### src/hw/spc_pkg.sv
// package: register map, field layout, baud scales and carrier types of the serial port
package spc_pkg;

	// register byte addresses on the bus
	localparam logic [31:0] SPC_OFF_TX_CTRL  = 32'h0000_0000;
	localparam logic [31:0] SPC_OFF_RX_CTRL  = 32'h0000_0004;
	localparam logic [31:0] SPC_OFF_BAUD_DIV = 32'h0000_0008;
	localparam logic [31:0] SPC_OFF_RX_DATA  = 32'h0000_000C;
	localparam logic [31:0] SPC_OFF_TX_DATA  = 32'h0000_0010;

	// transmit_control_status fields
	localparam int F_CLOCK_SOURCE_SELECT  = 7;
	localparam int F_TX_NINE_BIT_SELECT   = 6;
	localparam int F_TRANSMIT_ENABLE_BIT  = 5;
	localparam int F_SYNC_MODE            = 4;
	localparam int F_HIGH_SPEED_SELECT    = 2;
	localparam int F_TX_SHIFT_EMPTY       = 1;
	localparam int F_TX_NINTH_BIT         = 0;

	// receive_control_status fields
	localparam int F_PORT_ENABLE          = 7;
	localparam int F_RX_NINE_BIT_SELECT   = 6;
	localparam int F_SINGLE_RECEIVE       = 5;
	localparam int F_CONTINUOUS_RECEIVE   = 4;
	localparam int F_ADDRESS_DETECT       = 3;
	localparam int F_FRAMING_ERROR_FLAG   = 2;
	localparam int F_OVERRUN_ERROR_FLAG   = 1;
	localparam int F_RX_NINTH_BIT         = 0;

	// reset values and software-writable masks
	localparam logic [7:0] SPC_TX_CTRL_RST  = 8'h02;
	localparam logic [7:0] SPC_RX_CTRL_RST  = 8'h00;
	localparam logic [7:0] SPC_BAUD_RST     = 8'h00;
	localparam logic [7:0] SPC_TX_CTRL_WMSK = 8'hF5;
	localparam logic [7:0] SPC_RX_CTRL_WMSK = 8'hF8;

	// baud multipliers and character lengths
	localparam logic [6:0] SPC_MULT_LOW  = 7'h40;
	localparam logic [6:0] SPC_MULT_HIGH = 7'h10;
	localparam logic [6:0] SPC_MULT_SYNC = 7'h04;
	localparam logic [3:0] SPC_BITS_8    = 4'h8;
	localparam logic [3:0] SPC_BITS_9    = 4'h9;

	// bus responses
	localparam logic [1:0] SPC_RESP_OKAY   = 2'h0;
	localparam logic [1:0] SPC_RESP_SLVERR = 2'h2;

	typedef enum logic [2:0] {REG_TX_CTRL, REG_RX_CTRL, REG_BAUD_DIV, REG_RX_DATA, REG_TX_DATA,
		REG_NONE} spc_reg_t;
	typedef enum logic [1:0] {TX_IDLE, TX_START, TX_DATA, TX_STOP} spc_tx_state_t;
	typedef enum logic [1:0] {RX_IDLE, RX_START, RX_DATA, RX_STOP} spc_rx_state_t;

	// bus master to slave
	typedef struct packed {
		logic        awvalid;
		logic [31:0] awaddr;
		logic        wvalid;
		logic [31:0] wdata;
		logic [3:0]  wstrb;
		logic        bready;
		logic        arvalid;
		logic [31:0] araddr;
		logic        rready;
	} spc_axi_req_t;

	// bus slave to master
	typedef struct packed {
		logic        awready;
		logic        wready;
		logic        bvalid;
		logic [1:0]  bresp;
		logic        arready;
		logic        rvalid;
		logic [31:0] rdata;
		logic [1:0]  rresp;
	} spc_axi_rsp_t;

	// baud timer state
	typedef struct packed {
		logic [7:0] div_cnt;
		logic [6:0] scale_cnt;
	} spc_baud_state_t;

	// register address decode, shared by read and write paths
	function automatic spc_reg_t spc_decode(input logic [31:0] addr);
		case (addr)
			SPC_OFF_TX_CTRL:  spc_decode = REG_TX_CTRL;
			SPC_OFF_RX_CTRL:  spc_decode = REG_RX_CTRL;
			SPC_OFF_BAUD_DIV: spc_decode = REG_BAUD_DIV;
			SPC_OFF_RX_DATA:  spc_decode = REG_RX_DATA;
			SPC_OFF_TX_DATA:  spc_decode = REG_TX_DATA;
			default:          spc_decode = REG_NONE;
		endcase
	endfunction

endpackage

### src/hw/spc_baud_timer.sv
// baud timer: divides the clock by divisor+1, then by the mode multiplier
`timescale 1ns/1ps
`default_nettype none
module spc_baud_timer
	import spc_pkg::*;
(
	// clock and reset
	input  wire logic       aclk,
	input  wire logic       aresetn,
	// control
	input  wire logic       clear,
	input  wire logic [7:0] divisor,
	input  wire logic [6:0] mult,
	// timing strobes
	output logic            sub_tick,
	output logic            half_tick,
	output logic            bit_tick
);
	spc_baud_state_t st_q;
	spc_baud_state_t st_d;

	// free-running divide, restarted at once by clear
	always_comb begin
		st_d      = st_q;
		sub_tick  = !clear && (st_q.div_cnt == divisor);
		half_tick = sub_tick && (st_q.scale_cnt == (mult >> 1) - 7'h01);
		bit_tick  = sub_tick && (st_q.scale_cnt >= mult - 7'h01);
		if (clear) begin
			st_d = '0;
		end else if (sub_tick) begin
			st_d.div_cnt   = 8'h00;
			st_d.scale_cnt = bit_tick ? 7'h00 : st_q.scale_cnt + 7'h01;
		end else begin
			st_d.div_cnt = st_q.div_cnt + 8'h01;
		end
	end

	// state register
	always_ff @(posedge aclk) begin
		if (!aresetn) begin
			st_q <= '0;
		end else begin
			st_q <= st_d;
		end
	end
endmodule
`default_nettype wire

### src/hw/spc_serial_port.sv
// serial port: bus registers, baud control, transmit and receive shifters, two-entry buffer
`timescale 1ns/1ps
`default_nettype none

typedef struct packed {
	logic [7:0]      tx_ctrl;
	logic [7:0]      rx_ctrl;
	logic [7:0]      baud;
	logic            aw_got;
	logic [31:0]     aw_addr;
	logic            w_got;
	logic [31:0]     w_data;
	logic [3:0]      w_strb;
	logic            bvalid;
	logic [1:0]      bresp;
	logic            rvalid;
	logic [31:0]     rdata;
	logic [1:0]      rresp;
	spc_pkg::spc_tx_state_t tx_st;
	logic [8:0]      transmit_shift_register;
	logic [3:0]      tx_cnt;
	logic            line;
	logic            ck_lvl;
	spc_pkg::spc_rx_state_t rx_st;
	logic [8:0]      receive_shift_register;
	logic [3:0]      rx_cnt;
	logic [6:0]      rx_sub;
	logic [1:0][9:0] fifo;
	logic [1:0]      fcnt;
	logic            ck_prev;
	logic            dt_o;
	logic            dt_oe_n;
	logic            ck_o;
	logic            ck_oe_n;
} spc_port_state_t;

// Summary of operation
// - sync mode: clock select 1 makes the clock from baud timer, 0 takes it in
// - transmit nine-bit select sends nine-bit characters, else eight
// - transmit enable gates sending; in sync mode receive enables win over it
// - mode bit: 1 synchronous, 0 asynchronous
// - high speed select picks 16 or 64 multiplier, ignored in sync mode
// - shift-empty flag reads 1 when transmit shifter is empty, 1 after reset
// - transmit ninth bit is sent as the ninth bit, no computation
// - port enable hands pins to the port; cleared holds the port in reset
// - receive nine-bit select shifts nine-bit characters, else eight
// - single receive takes one character in sync master, then clears itself
// - continuous receive enables receiver; in sync mode it wins over single receive
// - async nine-bit address detect keeps only characters whose ninth bit is 1
// - framing flag follows the oldest unread character, moving on each read
// - overrun flag clears when continuous receive is cleared
// - received ninth bit is presented as is, no parity check
// - port drives or releases pins itself; direction bits stay as inputs
// - dedicated free-running eight-bit timer makes baud timing for both modes
// - rate is clock over divisor+1 times 64, 16, or 4 in sync
// - writing the divisor clears the baud timer at once
// - buffer holds two characters; a third sets overrun and stops reception
module spc_serial_port
	import spc_pkg::*;
(
	// clock and reset
	input  wire logic         aclk,
	input  wire logic         aresetn,
	// register bus
	input  wire spc_axi_req_t axi_req,
	output spc_axi_rsp_t      axi_rsp,
	// receive/data pin
	input  wire logic         dt_i,
	output logic              dt_o,
	output logic              dt_oe_n,
	// transmit/clock pin
	input  wire logic         ck_i,
	output logic              ck_o,
	output logic              ck_oe_n
);
	spc_port_state_t st_q;
	spc_port_state_t st_d;

	logic       port_en;
	logic       sync_mode;
	logic       master;
	logic [6:0] mult;
	logic       do_wr;
	spc_reg_t   wr_reg;
	logic       baud_clr;
	logic       sub_tick;
	logic       half_tick;
	logic       bit_tick;
	logic       rx_push;
	logic       ov_set;
	logic       single_done;
	logic       tx_start;
	logic       tx_load;
	logic [9:0] rx_entry;

	// mode decode from the control registers
	assign port_en   = st_q.rx_ctrl[F_PORT_ENABLE];
	assign sync_mode = st_q.tx_ctrl[F_SYNC_MODE];
	assign master    = sync_mode && st_q.tx_ctrl[F_CLOCK_SOURCE_SELECT];
	assign mult      = sync_mode ? SPC_MULT_SYNC :
		(st_q.tx_ctrl[F_HIGH_SPEED_SELECT] ? SPC_MULT_HIGH : SPC_MULT_LOW);

	// a write is carried out once address and data are both held
	assign do_wr    = st_q.aw_got && st_q.w_got && !st_q.bvalid;
	assign wr_reg   = spc_decode(st_q.aw_addr);
	assign baud_clr = !port_en || (do_wr && wr_reg == REG_BAUD_DIV && st_q.w_strb[0]);

	// bus handshakes, data from flops
	assign axi_rsp.awready = !st_q.aw_got && !st_q.bvalid;
	assign axi_rsp.wready  = !st_q.w_got && !st_q.bvalid;
	assign axi_rsp.bvalid  = st_q.bvalid;
	assign axi_rsp.bresp   = st_q.bresp;
	assign axi_rsp.arready = !st_q.rvalid;
	assign axi_rsp.rvalid  = st_q.rvalid;
	assign axi_rsp.rdata   = st_q.rdata;
	assign axi_rsp.rresp   = st_q.rresp;

	// pins come straight from flops
	assign dt_o    = st_q.dt_o;
	assign dt_oe_n = st_q.dt_oe_n;
	assign ck_o    = st_q.ck_o;
	assign ck_oe_n = st_q.ck_oe_n;

	spc_baud_timer u_baud (
		.aclk      (aclk),
		.aresetn   (aresetn),
		.clear     (baud_clr),
		.divisor   (st_q.baud),
		.mult      (mult),
		.sub_tick  (sub_tick),
		.half_tick (half_tick),
		.bit_tick  (bit_tick)
	);

	// next-state logic of the whole port
	always_comb begin
		logic       rx_run;
		logic       tx_run;
		logic       ck_rise;
		logic       ck_fall;
		logic       samp;
		logic       shft;
		logic       pop;
		logic       rx_done;
		logic       framing_error_flag;
		logic       rx_ok;
		logic [3:0] tbits;
		logic [3:0] rbits;
		logic [1:0] cnt;
		spc_reg_t   rd_reg;
		rx_run      = 1'b0;
		tx_run      = 1'b0;
		ck_rise     = 1'b0;
		ck_fall     = 1'b0;
		samp        = 1'b0;
		shft        = 1'b0;
		pop         = 1'b0;
		rx_done     = 1'b0;
		framing_error_flag        = 1'b0;
		rx_ok       = 1'b0;
		tbits       = SPC_BITS_8;
		rbits       = SPC_BITS_8;
		cnt         = 2'h0;
		rd_reg      = spc_decode(axi_req.araddr);
		st_d        = st_q;
		rx_push     = 1'b0;
		ov_set      = 1'b0;
		single_done = 1'b0;
		tx_start    = 1'b0;
		tx_load     = 1'b0;
		rx_entry    = 10'h000;

		tbits   = st_q.tx_ctrl[F_TX_NINE_BIT_SELECT] ? SPC_BITS_9 : SPC_BITS_8;
		rbits   = st_q.rx_ctrl[F_RX_NINE_BIT_SELECT] ? SPC_BITS_9 : SPC_BITS_8;
		ck_rise = ck_i && !st_q.ck_prev;
		ck_fall = !ck_i && st_q.ck_prev;
		st_d.ck_prev = ck_i;
		// continuous receive wins over single; single only as sync master
		rx_run = st_q.rx_ctrl[F_CONTINUOUS_RECEIVE] ||
			(master && st_q.rx_ctrl[F_SINGLE_RECEIVE]);
		rx_ok  = port_en && rx_run && !st_q.rx_ctrl[F_OVERRUN_ERROR_FLAG];
		tx_run = port_en && st_q.tx_ctrl[F_TRANSMIT_ENABLE_BIT] &&
			!(sync_mode && (st_q.rx_ctrl[F_SINGLE_RECEIVE] ||
			st_q.rx_ctrl[F_CONTINUOUS_RECEIVE]));
		// master samples on the clock's rise, slave on the partner's
		samp = master ? half_tick : ck_rise;
		shft = master ? bit_tick : ck_fall;

		// write channel capture, in either order
		if (axi_req.awvalid && !st_q.aw_got && !st_q.bvalid) begin
			st_d.aw_got  = 1'b1;
			st_d.aw_addr = axi_req.awaddr;
		end
		if (axi_req.wvalid && !st_q.w_got && !st_q.bvalid) begin
			st_d.w_got  = 1'b1;
			st_d.w_data = axi_req.wdata;
			st_d.w_strb = axi_req.wstrb;
		end
		if (st_q.bvalid && axi_req.bready) begin
			st_d.bvalid = 1'b0;
		end

		// read channel: answer from flops, reading received data pops it
		if (st_q.rvalid && axi_req.rready) begin
			st_d.rvalid = 1'b0;
		end
		if (axi_req.arvalid && !st_q.rvalid) begin
			st_d.rvalid = 1'b1;
			st_d.rresp  = SPC_RESP_OKAY;
			st_d.rdata  = 32'h0000_0000;
			case (rd_reg)
				REG_TX_CTRL:  st_d.rdata[7:0] = st_q.tx_ctrl;
				REG_RX_CTRL:  st_d.rdata[7:0] = {st_q.rx_ctrl[7:3],
					st_q.fcnt != 2'h0 && st_q.fifo[0][9],
					st_q.rx_ctrl[F_OVERRUN_ERROR_FLAG],
					st_q.fcnt != 2'h0 && st_q.fifo[0][8]};
				REG_BAUD_DIV: st_d.rdata[7:0] = st_q.baud;
				REG_RX_DATA: begin
					st_d.rdata[7:0] = (st_q.fcnt != 2'h0) ? st_q.fifo[0][7:0] : 8'h00;
					pop             = st_q.fcnt != 2'h0;
				end
				REG_TX_DATA:  st_d.rdata = 32'h0000_0000;
				default:      st_d.rresp = SPC_RESP_SLVERR;
			endcase
		end

		// transmit shifter
		case (st_q.tx_st)
			TX_IDLE: begin
				if (!st_q.tx_ctrl[F_TX_SHIFT_EMPTY] && tx_run) begin
					if (sync_mode) begin
						tx_start    = 1'b1;
						st_d.tx_st  = TX_DATA;
						st_d.line   = st_q.transmit_shift_register[0];
						st_d.tx_cnt = 4'h0;
					end else if (bit_tick) begin
						tx_start   = 1'b1;
						st_d.tx_st = TX_START;
						st_d.line  = 1'b0;
					end
				end
			end
			TX_START: begin
				if (bit_tick) begin
					st_d.tx_st  = TX_DATA;
					st_d.line   = st_q.transmit_shift_register[0];
					st_d.tx_cnt = 4'h0;
				end
			end
			TX_DATA: begin
				if (sync_mode ? shft : bit_tick) begin
					if (st_q.tx_cnt == tbits - 4'h1) begin
						st_d.line = 1'b1;
						if (sync_mode) begin
							st_d.tx_st = TX_IDLE;
							st_d.tx_ctrl[F_TX_SHIFT_EMPTY] = 1'b1;
						end else begin
							st_d.tx_st = TX_STOP;
						end
					end else begin
						st_d.tx_cnt = st_q.tx_cnt + 4'h1;
						st_d.transmit_shift_register    = {1'b0, st_q.transmit_shift_register[8:1]};
						st_d.line   = st_q.transmit_shift_register[1];
					end
				end
			end
			TX_STOP: begin
				if (bit_tick) begin
					st_d.tx_st = TX_IDLE;
					st_d.tx_ctrl[F_TX_SHIFT_EMPTY] = 1'b1;
				end
			end
			default: st_d.tx_st = TX_IDLE;
		endcase

		// master clock runs only while a character moves
		if (master && (st_q.tx_st == TX_DATA || rx_ok)) begin
			if (half_tick) begin
				st_d.ck_lvl = 1'b1;
			end else if (bit_tick) begin
				st_d.ck_lvl = 1'b0;
			end
		end else begin
			st_d.ck_lvl = 1'b0;
		end

		// receive shifter
		if (sync_mode) begin
			st_d.rx_st = RX_IDLE;
			if (!rx_ok) begin
				st_d.rx_cnt = 4'h0;                                               // no count left over from async
			end
			if (rx_ok && samp) begin
				st_d.receive_shift_register[st_q.rx_cnt] = dt_i;
				if (st_q.rx_cnt == rbits - 4'h1) begin
					st_d.rx_cnt = 4'h0;
					rx_done     = 1'b1;
					single_done = !st_q.rx_ctrl[F_CONTINUOUS_RECEIVE];
				end else begin
					st_d.rx_cnt = st_q.rx_cnt + 4'h1;
				end
			end
		end else if (!rx_ok) begin
			st_d.rx_st = RX_IDLE;
		end else begin
			case (st_q.rx_st)
				RX_IDLE: begin
					if (!dt_i) begin
						st_d.rx_st  = RX_START;
						st_d.rx_sub = 7'h00;
					end
				end
				RX_START: begin
					if (sub_tick) begin
						st_d.rx_sub = st_q.rx_sub + 7'h01;
						if (st_q.rx_sub == (mult >> 1) - 7'h01) begin
							st_d.rx_st  = dt_i ? RX_IDLE : RX_DATA;
							st_d.rx_sub = 7'h00;
							st_d.rx_cnt = 4'h0;
						end
					end
				end
				RX_DATA, RX_STOP: begin
					if (sub_tick) begin
						st_d.rx_sub = st_q.rx_sub + 7'h01;
						if (st_q.rx_sub == mult - 7'h01) begin
							st_d.rx_sub = 7'h00;
							if (st_q.rx_st == RX_STOP) begin
								st_d.rx_st = RX_IDLE;
								rx_done    = 1'b1;
								framing_error_flag       = !dt_i;
							end else begin
								st_d.receive_shift_register[st_q.rx_cnt] = dt_i;
								st_d.rx_cnt           = st_q.rx_cnt + 4'h1;
								if (st_q.rx_cnt == rbits - 4'h1) begin
									st_d.rx_st = RX_STOP;
								end
							end
						end
					end
				end
				default: st_d.rx_st = RX_IDLE;
			endcase
		end

		// two-entry buffer: pop first, then push or flag overrun
		rx_entry = {framing_error_flag, st_q.rx_ctrl[F_RX_NINE_BIT_SELECT] && st_d.receive_shift_register[8], st_d.receive_shift_register[7:0]};
		cnt      = st_q.fcnt;
		if (pop) begin
			st_d.fifo[0] = st_q.fifo[1];
			cnt          = cnt - 2'h1;
		end
		// address detect only filters asynchronous nine-bit reception
		if (rx_done && !(!sync_mode && st_q.rx_ctrl[F_RX_NINE_BIT_SELECT] &&
			st_q.rx_ctrl[F_ADDRESS_DETECT] && !rx_entry[8])) begin
			if (cnt == 2'h2) begin
				ov_set = 1'b1;
			end else begin
				rx_push           = 1'b1;
				st_d.fifo[cnt[0]] = rx_entry;
				cnt               = cnt + 2'h1;
			end
		end
		st_d.fcnt = cnt;
		if (single_done) begin
			st_d.rx_ctrl[F_SINGLE_RECEIVE] = 1'b0;
		end

		// register writes; a software write to the receive control wins
		if (do_wr) begin
			st_d.aw_got = 1'b0;
			st_d.w_got  = 1'b0;
			st_d.bvalid = 1'b1;
			st_d.bresp  = (wr_reg == REG_NONE) ? SPC_RESP_SLVERR : SPC_RESP_OKAY;
			if (st_q.w_strb[0]) begin
				case (wr_reg)
					REG_TX_CTRL:  st_d.tx_ctrl = (st_d.tx_ctrl & ~SPC_TX_CTRL_WMSK) |
						(st_q.w_data[7:0] & SPC_TX_CTRL_WMSK);
					REG_RX_CTRL: begin
						st_d.rx_ctrl = (st_d.rx_ctrl & ~SPC_RX_CTRL_WMSK) |
							(st_q.w_data[7:0] & SPC_RX_CTRL_WMSK);
						if (!st_q.w_data[F_CONTINUOUS_RECEIVE]) begin
							st_d.rx_ctrl[F_OVERRUN_ERROR_FLAG] = 1'b0;
						end
					end
					REG_BAUD_DIV: st_d.baud = st_q.w_data[7:0];
					REG_TX_DATA: begin
						if (tx_run && st_q.tx_ctrl[F_TX_SHIFT_EMPTY] &&
							st_q.tx_st == TX_IDLE) begin
							tx_load  = 1'b1;
							st_d.transmit_shift_register = {st_q.tx_ctrl[F_TX_NINTH_BIT], st_q.w_data[7:0]};
							st_d.tx_ctrl[F_TX_SHIFT_EMPTY] = 1'b0;
						end
					end
					default: st_d.baud = st_q.baud;
				endcase
			end
		end
		// a new overrun wins over a clear in the same cycle
		if (ov_set) begin
			st_d.rx_ctrl[F_OVERRUN_ERROR_FLAG] = 1'b1;
		end

		// disabled port is held in reset with both pins released
		if (!port_en) begin
			st_d.tx_st   = TX_IDLE;
			st_d.rx_st   = RX_IDLE;
			st_d.rx_cnt  = 4'h0;
			st_d.fcnt    = 2'h0;
			st_d.fifo    = '0;
			st_d.line    = 1'b1;
			st_d.ck_lvl  = 1'b0;
			st_d.tx_ctrl[F_TX_SHIFT_EMPTY]     = 1'b1;
			st_d.rx_ctrl[F_OVERRUN_ERROR_FLAG] = 1'b0;
		end
		// pin steering: async drives transmit line, sync drives data only when sending
		st_d.ck_oe_n = !(port_en && (!sync_mode || master));
		st_d.ck_o    = sync_mode ? st_d.ck_lvl : st_d.line;
		st_d.dt_oe_n = !(port_en && sync_mode && st_d.tx_st == TX_DATA);
		st_d.dt_o    = st_d.line;
	end

	// state register
	always_ff @(posedge aclk) begin
		if (!aresetn) begin
			st_q         <= '0;
			st_q.tx_ctrl <= SPC_TX_CTRL_RST;
			st_q.rx_ctrl <= SPC_RX_CTRL_RST;
			st_q.baud    <= SPC_BAUD_RST;
			st_q.line    <= 1'b1;
			st_q.dt_oe_n <= 1'b1;
			st_q.ck_oe_n <= 1'b1;
		end else begin
			st_q <= st_d;
		end
	end
endmodule
`default_nettype wire

### config.mk
export PLATFORM = sky130hd
export DESIGN_NAME = spc_serial_port
export DESIGN_NICKNAME = d
export VERILOG_FILES = /design/src/hw/spc_pkg.sv /design/src/hw/spc_baud_timer.sv /design/src/hw/spc_serial_port.sv
export SDC_FILE = /design/constraint.sdc
export NUM_CORES = 1
export LEC_CHECK = 0
export BUFFER_PORTS_ARGS = -buffer_cell sky130_fd_sc_hd__clkbuf_2
export CAP_MARGIN = 5
export CORE_ASPECT_RATIO = 0.8
export CORE_MARGIN = 1.5
export CORE_UTILIZATION = 43
export CTS_BUF_LIST = sky130_fd_sc_hd__clkbuf_4 sky130_fd_sc_hd__clkbuf_8 sky130_fd_sc_hd__clkbuf_16
export DETAILED_ROUTE_END_ITERATION = 7
export HOLD_SLACK_MARGIN = 0.12
export SYNTH_ARGS = -nofsm -noshare
export SYNTH_HDL_FRONTEND = slang
export SYNTH_SLANG_ARGS = --single-unit
export TNS_END_PERCENT = 20
### constraint.sdc
create_clock -name aclk -period 3.6 [get_ports aclk]
set_input_delay 0.72 -clock aclk [delete_from_list [all_inputs] [get_ports aclk]]
set_output_delay 0.72 -clock aclk [all_outputs]
set_load 0.02 [all_outputs]
After elaboration in Yosys (flattened, before gate mapping). Cells that the tools add are included.

Flip-flop bits (word level): 162. Input port bits: 109. Output and inout bits: 45. Logic and storage cells: 318.

$add $sub $neg: 11. $lt $le $gt $ge: 5. Eq/ne operators: 47. Multiplexer cells: 117. Bitwise logic cells: 7. Reductions and logical operators: 96.

Operator list (count): $eq A32 B4 Y1 const B (4); $eq A32 B3 Y1 const B (2); $eq A32 B5 Y1 const B (2); $logic_not A32 Y1 (2); $mux W9 (6); $mux W1 (45); $mux W22 (2); $logic_and A1 B1 Y1 (42); $mux W10 (4); $mux W2 (20); $mux W13 (3); $mux W35 (1); $mux W33 (1); $pmux W8 S4 (1); $pmux W3 S5 (2); $mux W7 (4); $mux W8 (3); $mux W11 (2); $eq A7 B7 Y1 (3); $pmux W7 S3 (1); $bwmux W20 (1); $mux W20 (1); $ne A2 B2 Y1 const B (10); $mux W19 (1); 54 further kinds (120).

Logic depth before layout (Yosys ltp).
Word-level depth: 21. Gate-level depth with buffers: 12.

Modules after synthesis. Synthesis repeated with hierarchy kept, for this count alone.

Cells, all modules: 986. Area total of the unflattened synthesis: 8240.4 sq um.

By module, submodules not included: spc_serial_port (times used 1, cells an instance 844, area an instance 7055.5 sq um, sequential area each 2842.7 sq um); spc_baud_timer (times used 1, cells an instance 142, area an instance 1184.9 sq um, sequential area each 300.3 sq um).

Worst setup path after synthesis. OpenSTA, ideal clock, no wires.

Kind: input to register. Start point: input port axi_req[12] (netlist bit). End point: register st_q[17] (netlist bit). Library setup time: 0.070 ns. Arrival time: 3.210 ns. Data required time: 3.530 ns. Path slack: 0.319 ns. Cell stages on the path: 11. Cells stage by stage: nor4b_1 nand4_1 nor3_4 and3_1 buf_2 xnor2_1 inv_1 ha_1 or4_1 buf_2 o2bb2ai_1.

Longest elaborated chain between the ends: 11.

RTL lines: start: declaration (line spc_serial_port.sv:65) `input wire spc_axi_req_t axi_req,`; $eq A32 B5 Y1, or another cell as far along (line spc_pkg.sv:86) `case (addr)`; $pmux W3 S5 * (line spc_pkg.sv:86); $eq A3 B2 Y1 * (line spc_serial_port.sv:211) `case (rd_reg)`; $mux W1 * (line spc_serial_port.sv:211); $mux W1 * (line spc_serial_port.sv:207) `if (axi_req.arvalid && !st_q.rvalid) begin`; $mux W2 * (line spc_serial_port.sv:349) `if (pop) begin`; $lt A1 B2 Y1 (implied by the code) / $ge A1 B1 Y1 (equally long branches) (line spc_serial_port.sv:360) `st_d.fifo[cnt[0]] = rx_entry;`; $logic_and A1 B1 Y1 (implied by the code) (line spc_serial_port.sv:360); $mux W10 (implied by the code) (line spc_serial_port.sv:360); $demux W10 S1 (line spc_serial_port.sv:360); $bwmux W20 (line spc_serial_port.sv:360); end signal: assignment (line spc_serial_port.sv:434) `st_q <= st_d;`; end: declaration (line spc_serial_port.sv:76) `spc_port_state_t st_q;`.

Mark *: on every way between the ends. The rest lies on a longest branch, timed or not. A chain may end at the register's enable or synchronous reset.

Final worst setup path.
Start point: register st_q[155] (netlist bit). End point: register st_q[21] (netlist bit).

Longest elaborated chain between the ends: 19.

RTL lines: $eq A32 B5 Y1, or another cell as far along (line spc_pkg.sv:86); $pmux W3 S5 * (line spc_pkg.sv:86); $eq A3 B2 Y1 * (line spc_serial_port.sv:106) `assign baud_clr = !port_en || (do_wr && wr_reg == REG_BAUD_DIV && st_q.w_strb[0]);`; $logic_and A1 B1 Y1 * (2 in series) (line spc_serial_port.sv:106); $logic_or A1 B1 Y1 * (line spc_serial_port.sv:106); $logic_not A1 Y1 * (line spc_baud_timer.sv:25) `sub_tick = !clear && (st_q.div_cnt == divisor);`; $logic_and A1 B1 Y1 * (line spc_baud_timer.sv:25); $logic_and A1 B1 Y1 (line spc_baud_timer.sv:26) `half_tick = sub_tick && (st_q.scale_cnt == (mult >> 1) - 7'h01);`; (+2 left out); $mux W13 (line spc_serial_port.sv:293) `if (rx_ok && samp) begin`; $mux W15 (line spc_serial_port.sv:288) `if (sync_mode) begin`; $logic_and A1 B1 Y1 (line spc_serial_port.sv:347) `rx_entry = {framing_error_flag, st_q.rx_ctrl[F_RX_NINE_BIT_SELECT] && st_d.receive_shift_register[8], st_d.rec ...`; $logic_not A1 Y1 (line spc_serial_port.sv:355) `st_q.rx_ctrl[F_ADDRESS_DETECT] && !rx_entry[8])) begin`; $logic_and A1 B1 Y1 (line spc_serial_port.sv:355); $logic_not A1 Y1 (line spc_serial_port.sv:354) `if (rx_done && !(!sync_mode && st_q.rx_ctrl[F_RX_NINE_BIT_SELECT] &&`; $logic_and A1 B1 Y1 (line spc_serial_port.sv:354); $reduce_and A2 Y1 (no line).

Mark *: on every way between the ends. The rest lies on a longest branch, timed or not. The select of a mux whose other input is x is not followed.

==> reports/results.ini <==
[placement]
portBuffers=100
pre_cts_slack_ns=0.125
placed_cells=1200
gp_congestion=0.819
dpl_cell_area_mm2=0.00836
dpl.hpwl_um=13100

[timing]
whs_ns=0.466
worst_slew_pin_slew_ns=1.10
setup_viol=0
layout_min_cycle_time_ns=3.18
setup_ws_ns=0.418
max_freq_ghz=0.314
slew_viol_final=0
finalSetupTns_ns=0
hold_viol_final=0
grt_setup_unrepaired=false
period_share_pct=88.4
slew_headroom_pct=26.4
skew_ns=0.0100

[power]
vdd_drop_max_v=0.000277
p_int_mw=2.92
cellPowerDensity_mw_per_mm2=428
power_frac_comb_pct=6.3
p_sw_uw=913
pwr-share-seq_pct=47.1
power_mw=3.83
clockPowerShare_pct=46.6
swShare_pct=23.8
leakage_nw=3.50

[clocking]
cts_tree=done
cts_resized=0
cts_sinks=157
ctsHtreeMaxLevel=4
cts_buffers=17
postCtsSetupBuffers=0
clk_pin_slew_ns=0.07
cts_root_buf=clkbuf_16
insertion_delay_ns=0.42
ctsHoldBuffers=0
clock_path_buffers=2

[global_route]
antenna_found_initial=0
met1_usage_pct=29.8
gr-usage-all-layers_pct=19.6
grt_max_degree=111
grt_pass1_wl_um=29600
grt_pass1_vias=5730
overflow=0
gr-max-usage-layer=met1
use_met2_pct=27.7
grt_util_met3_pct=4.24

[hold_path]
hp-class=reg2reg
hp-start=st_q[154]
min_to=st_q[154]
whs_path_depth=2

[floorplan]
die_width_um=154
dieArea_mm2=0.0190
core_mm2=0.0176
fp-row-count=43
pin_count=154
initial_core_util_pct=44.5
die_h_um=124

[worst_setup_path]
critPathKind=reg2reg
crit_buf_inv=1
crit_family=simple AND/OR/NAND/NOR gates
rr_endpoint=st_q[21]
crit_path_top_delay_cell=or4_4
startpoint=st_q[155]
cp_max_fo=12
r2r_cells=9
end_kind=flop
r2r_slack_ns=0.42
slowest_delay_ns=0.71
critical_path.cell_chain=nor4_1 > nand4_1 > or4_4 > a31oi_1 > or3b_1 > a22oi_1 > buf_4 > a31oi_2 > o2bb2ai_1
arrival_ns=3.53
crit_path_start_kind=flop
critPathRequiredTime_ns=3.95
r2r-start=st_q[155]

[detailed_routing]
drt_iter0_markers=432
drc_errors=0
wl_um=18300
num_vias=6509
wire_per_inst_um=14.9
first_pass_iters=5
ant_nets=0
viasPerCell=5.29

[yosys]
avgSynthCellArea_um2=8.52
seq_area_frac_synth_pct=40.1
synth_area_mm2=0.00784
netlist_instances=920
ys_warn_count=0
ys_seq_elements=157
synth_ff_type=dfxtp_1
synth_edf_count=0
yosysUniqueCellTypes=67
async_flop_share_pct=0

[cells_and_area]
fin_cells=1231
areaGrowthSynthToFinish_pct=14.2
final_util_pct=50.9
fin_area_mm2=0.00895
final_layout_size_suffix_gt1_share_pct=16.7
final_net_count=1118
diodes=0

[run]
cap_viol_max_count=0

[outcome]
status=finished, final reports clean

==> how the worst max path moves through the flow <==
stage / depth (start not counted) / to
2_1_floorplan: 11 / st_q[17]
3_3_place_gp: 10 / st_q[17]
3_5_place_dp: 11 / st_q[24]
4_1_cts: 9 / st_q[21]
5_1_grt: 9 / st_q[10]
6_report: 9 / st_q[21]
==> cell usage in the layout, fill, tap and decap left out, types with 3 or more instances in the layout <==
master       n
a211oi_1     6
a21boi_0    63
a21oi_1     29
a221oi_1     9
a22oi_1      9
a31oi_1      6
and2_1       6
and3_1      13
buf_4       17
clkbuf_16   17
clkbuf_2   100
clkinv_2     3
clkinv_4     3
conb_1      26
dfxtp_1    157
ha_1        15
inv_1       20
mux2i_1     40
nand2_1    142
nand2b_1    11
nand3_1     34
nand3b_1     4
nand4_1     10
nor2_1      44
nor2b_1     26
nor3_1      15
nor4_1      16
nor4b_1      4
o21a_1       3
o21ai_0     41
o22ai_1     12
o2bb2ai_1   10
o31ai_1      5
or3_1        8
or3b_2       3
or4_1        4
xnor2_1      8
xor2_1      18
==> state kept, by name (all words and copies together) (netlist names) <==
signal and flops:
st_q 125, u_baud.st_q 15, axi_rsp 12, ck_o 1, ck_oe_n 1, dt_o 1, dt_oe_n 1, port_en 1
==> final cells by class <==
class	count	area (um2)
clock buffers	19	447
clock inverters	12	138
fillers	1717	8640
inverters	20	75.1
multi-input cells	681	4240
flip-flops and latches	157	3140
well taps	225	282
repair buffers	117	628
==> synthesized netlist by cell type (all sizes together), types with 2 or more instances <==
cell type	number	area share, %
nand2b	11	0.88
ha	15	2.4
o31ai	6	0.64
and4	2	0.22
a311oi	2	0.38
nand4	11	0.96
nand3b	4	0.38
dfxtp	157	40
inv	20	0.96
or3b	4	0.45
and2	6	0.48
o21a	3	0.29
nor2b	26	2.1
o2bb2ai	10	1.1
a22oi	9	0.86
nor3	16	1.2
o32ai	2	0.22
xor2	18	2.0
a21oi	29	1.9
nand3	34	2.2
a21boi	64	6.1
nand2	142	6.8
or2	4	0.32
clkbuf	40	1.9
xnor2	8	0.89
and3	13	1.0
mux2	3	0.43
nor3b	2	0.19
mux2i	40	5.1
nor2	45	2.3
a221oi	9	1.0
o22ai	12	0.96
or3	8	0.64
nor4b	4	0.45
or4	5	0.53
a31oi	7	0.64
nor4	19	1.8
o21ai	43	2.8
buf	47	4.2
a22o	2	0.22
a211oi	6	0.57
==> metal layers <==
layer  wire (um)  part of all wire (%)  vias up
met5           0                     0        -
met1       10000                    55     3008
li1            -                     -     3344
met2        7420                    40      143
met3         734                   4.0       14
met4         145                  0.79        0
==> tightest hold or removal path: stages (launching register included) <==
cell and delay [ns]:
dfxtp_1 0.31, nand2_1 0.05, a21boi_0 0.06
==> power groups by stage <==
stage / sequential (mW) / clock [mW] / combinational, mW
after floorplan: 1.83 / 0 / 0.181
after global placement: 1.84 / 0 / 0.242
after detailed placement: 1.84 / 0 / 0.244
after CTS: 1.80 / 1.82 / 0.245
after global routing: 1.81 / 1.90 / 0.272
final: 1.80 / 1.79 / 0.242
==> cell families after synthesis <==
group | synth area share [%]
compound gates | 18.6
simple gates | 23.3
buf+inv | 7.12
fa+ha+maj | 2.40
mux | 5.54
flops | 40.1
other cells | 0.0479
xor+xnor | 2.91
No activity file was read; power rests on OpenSTA's default activity.
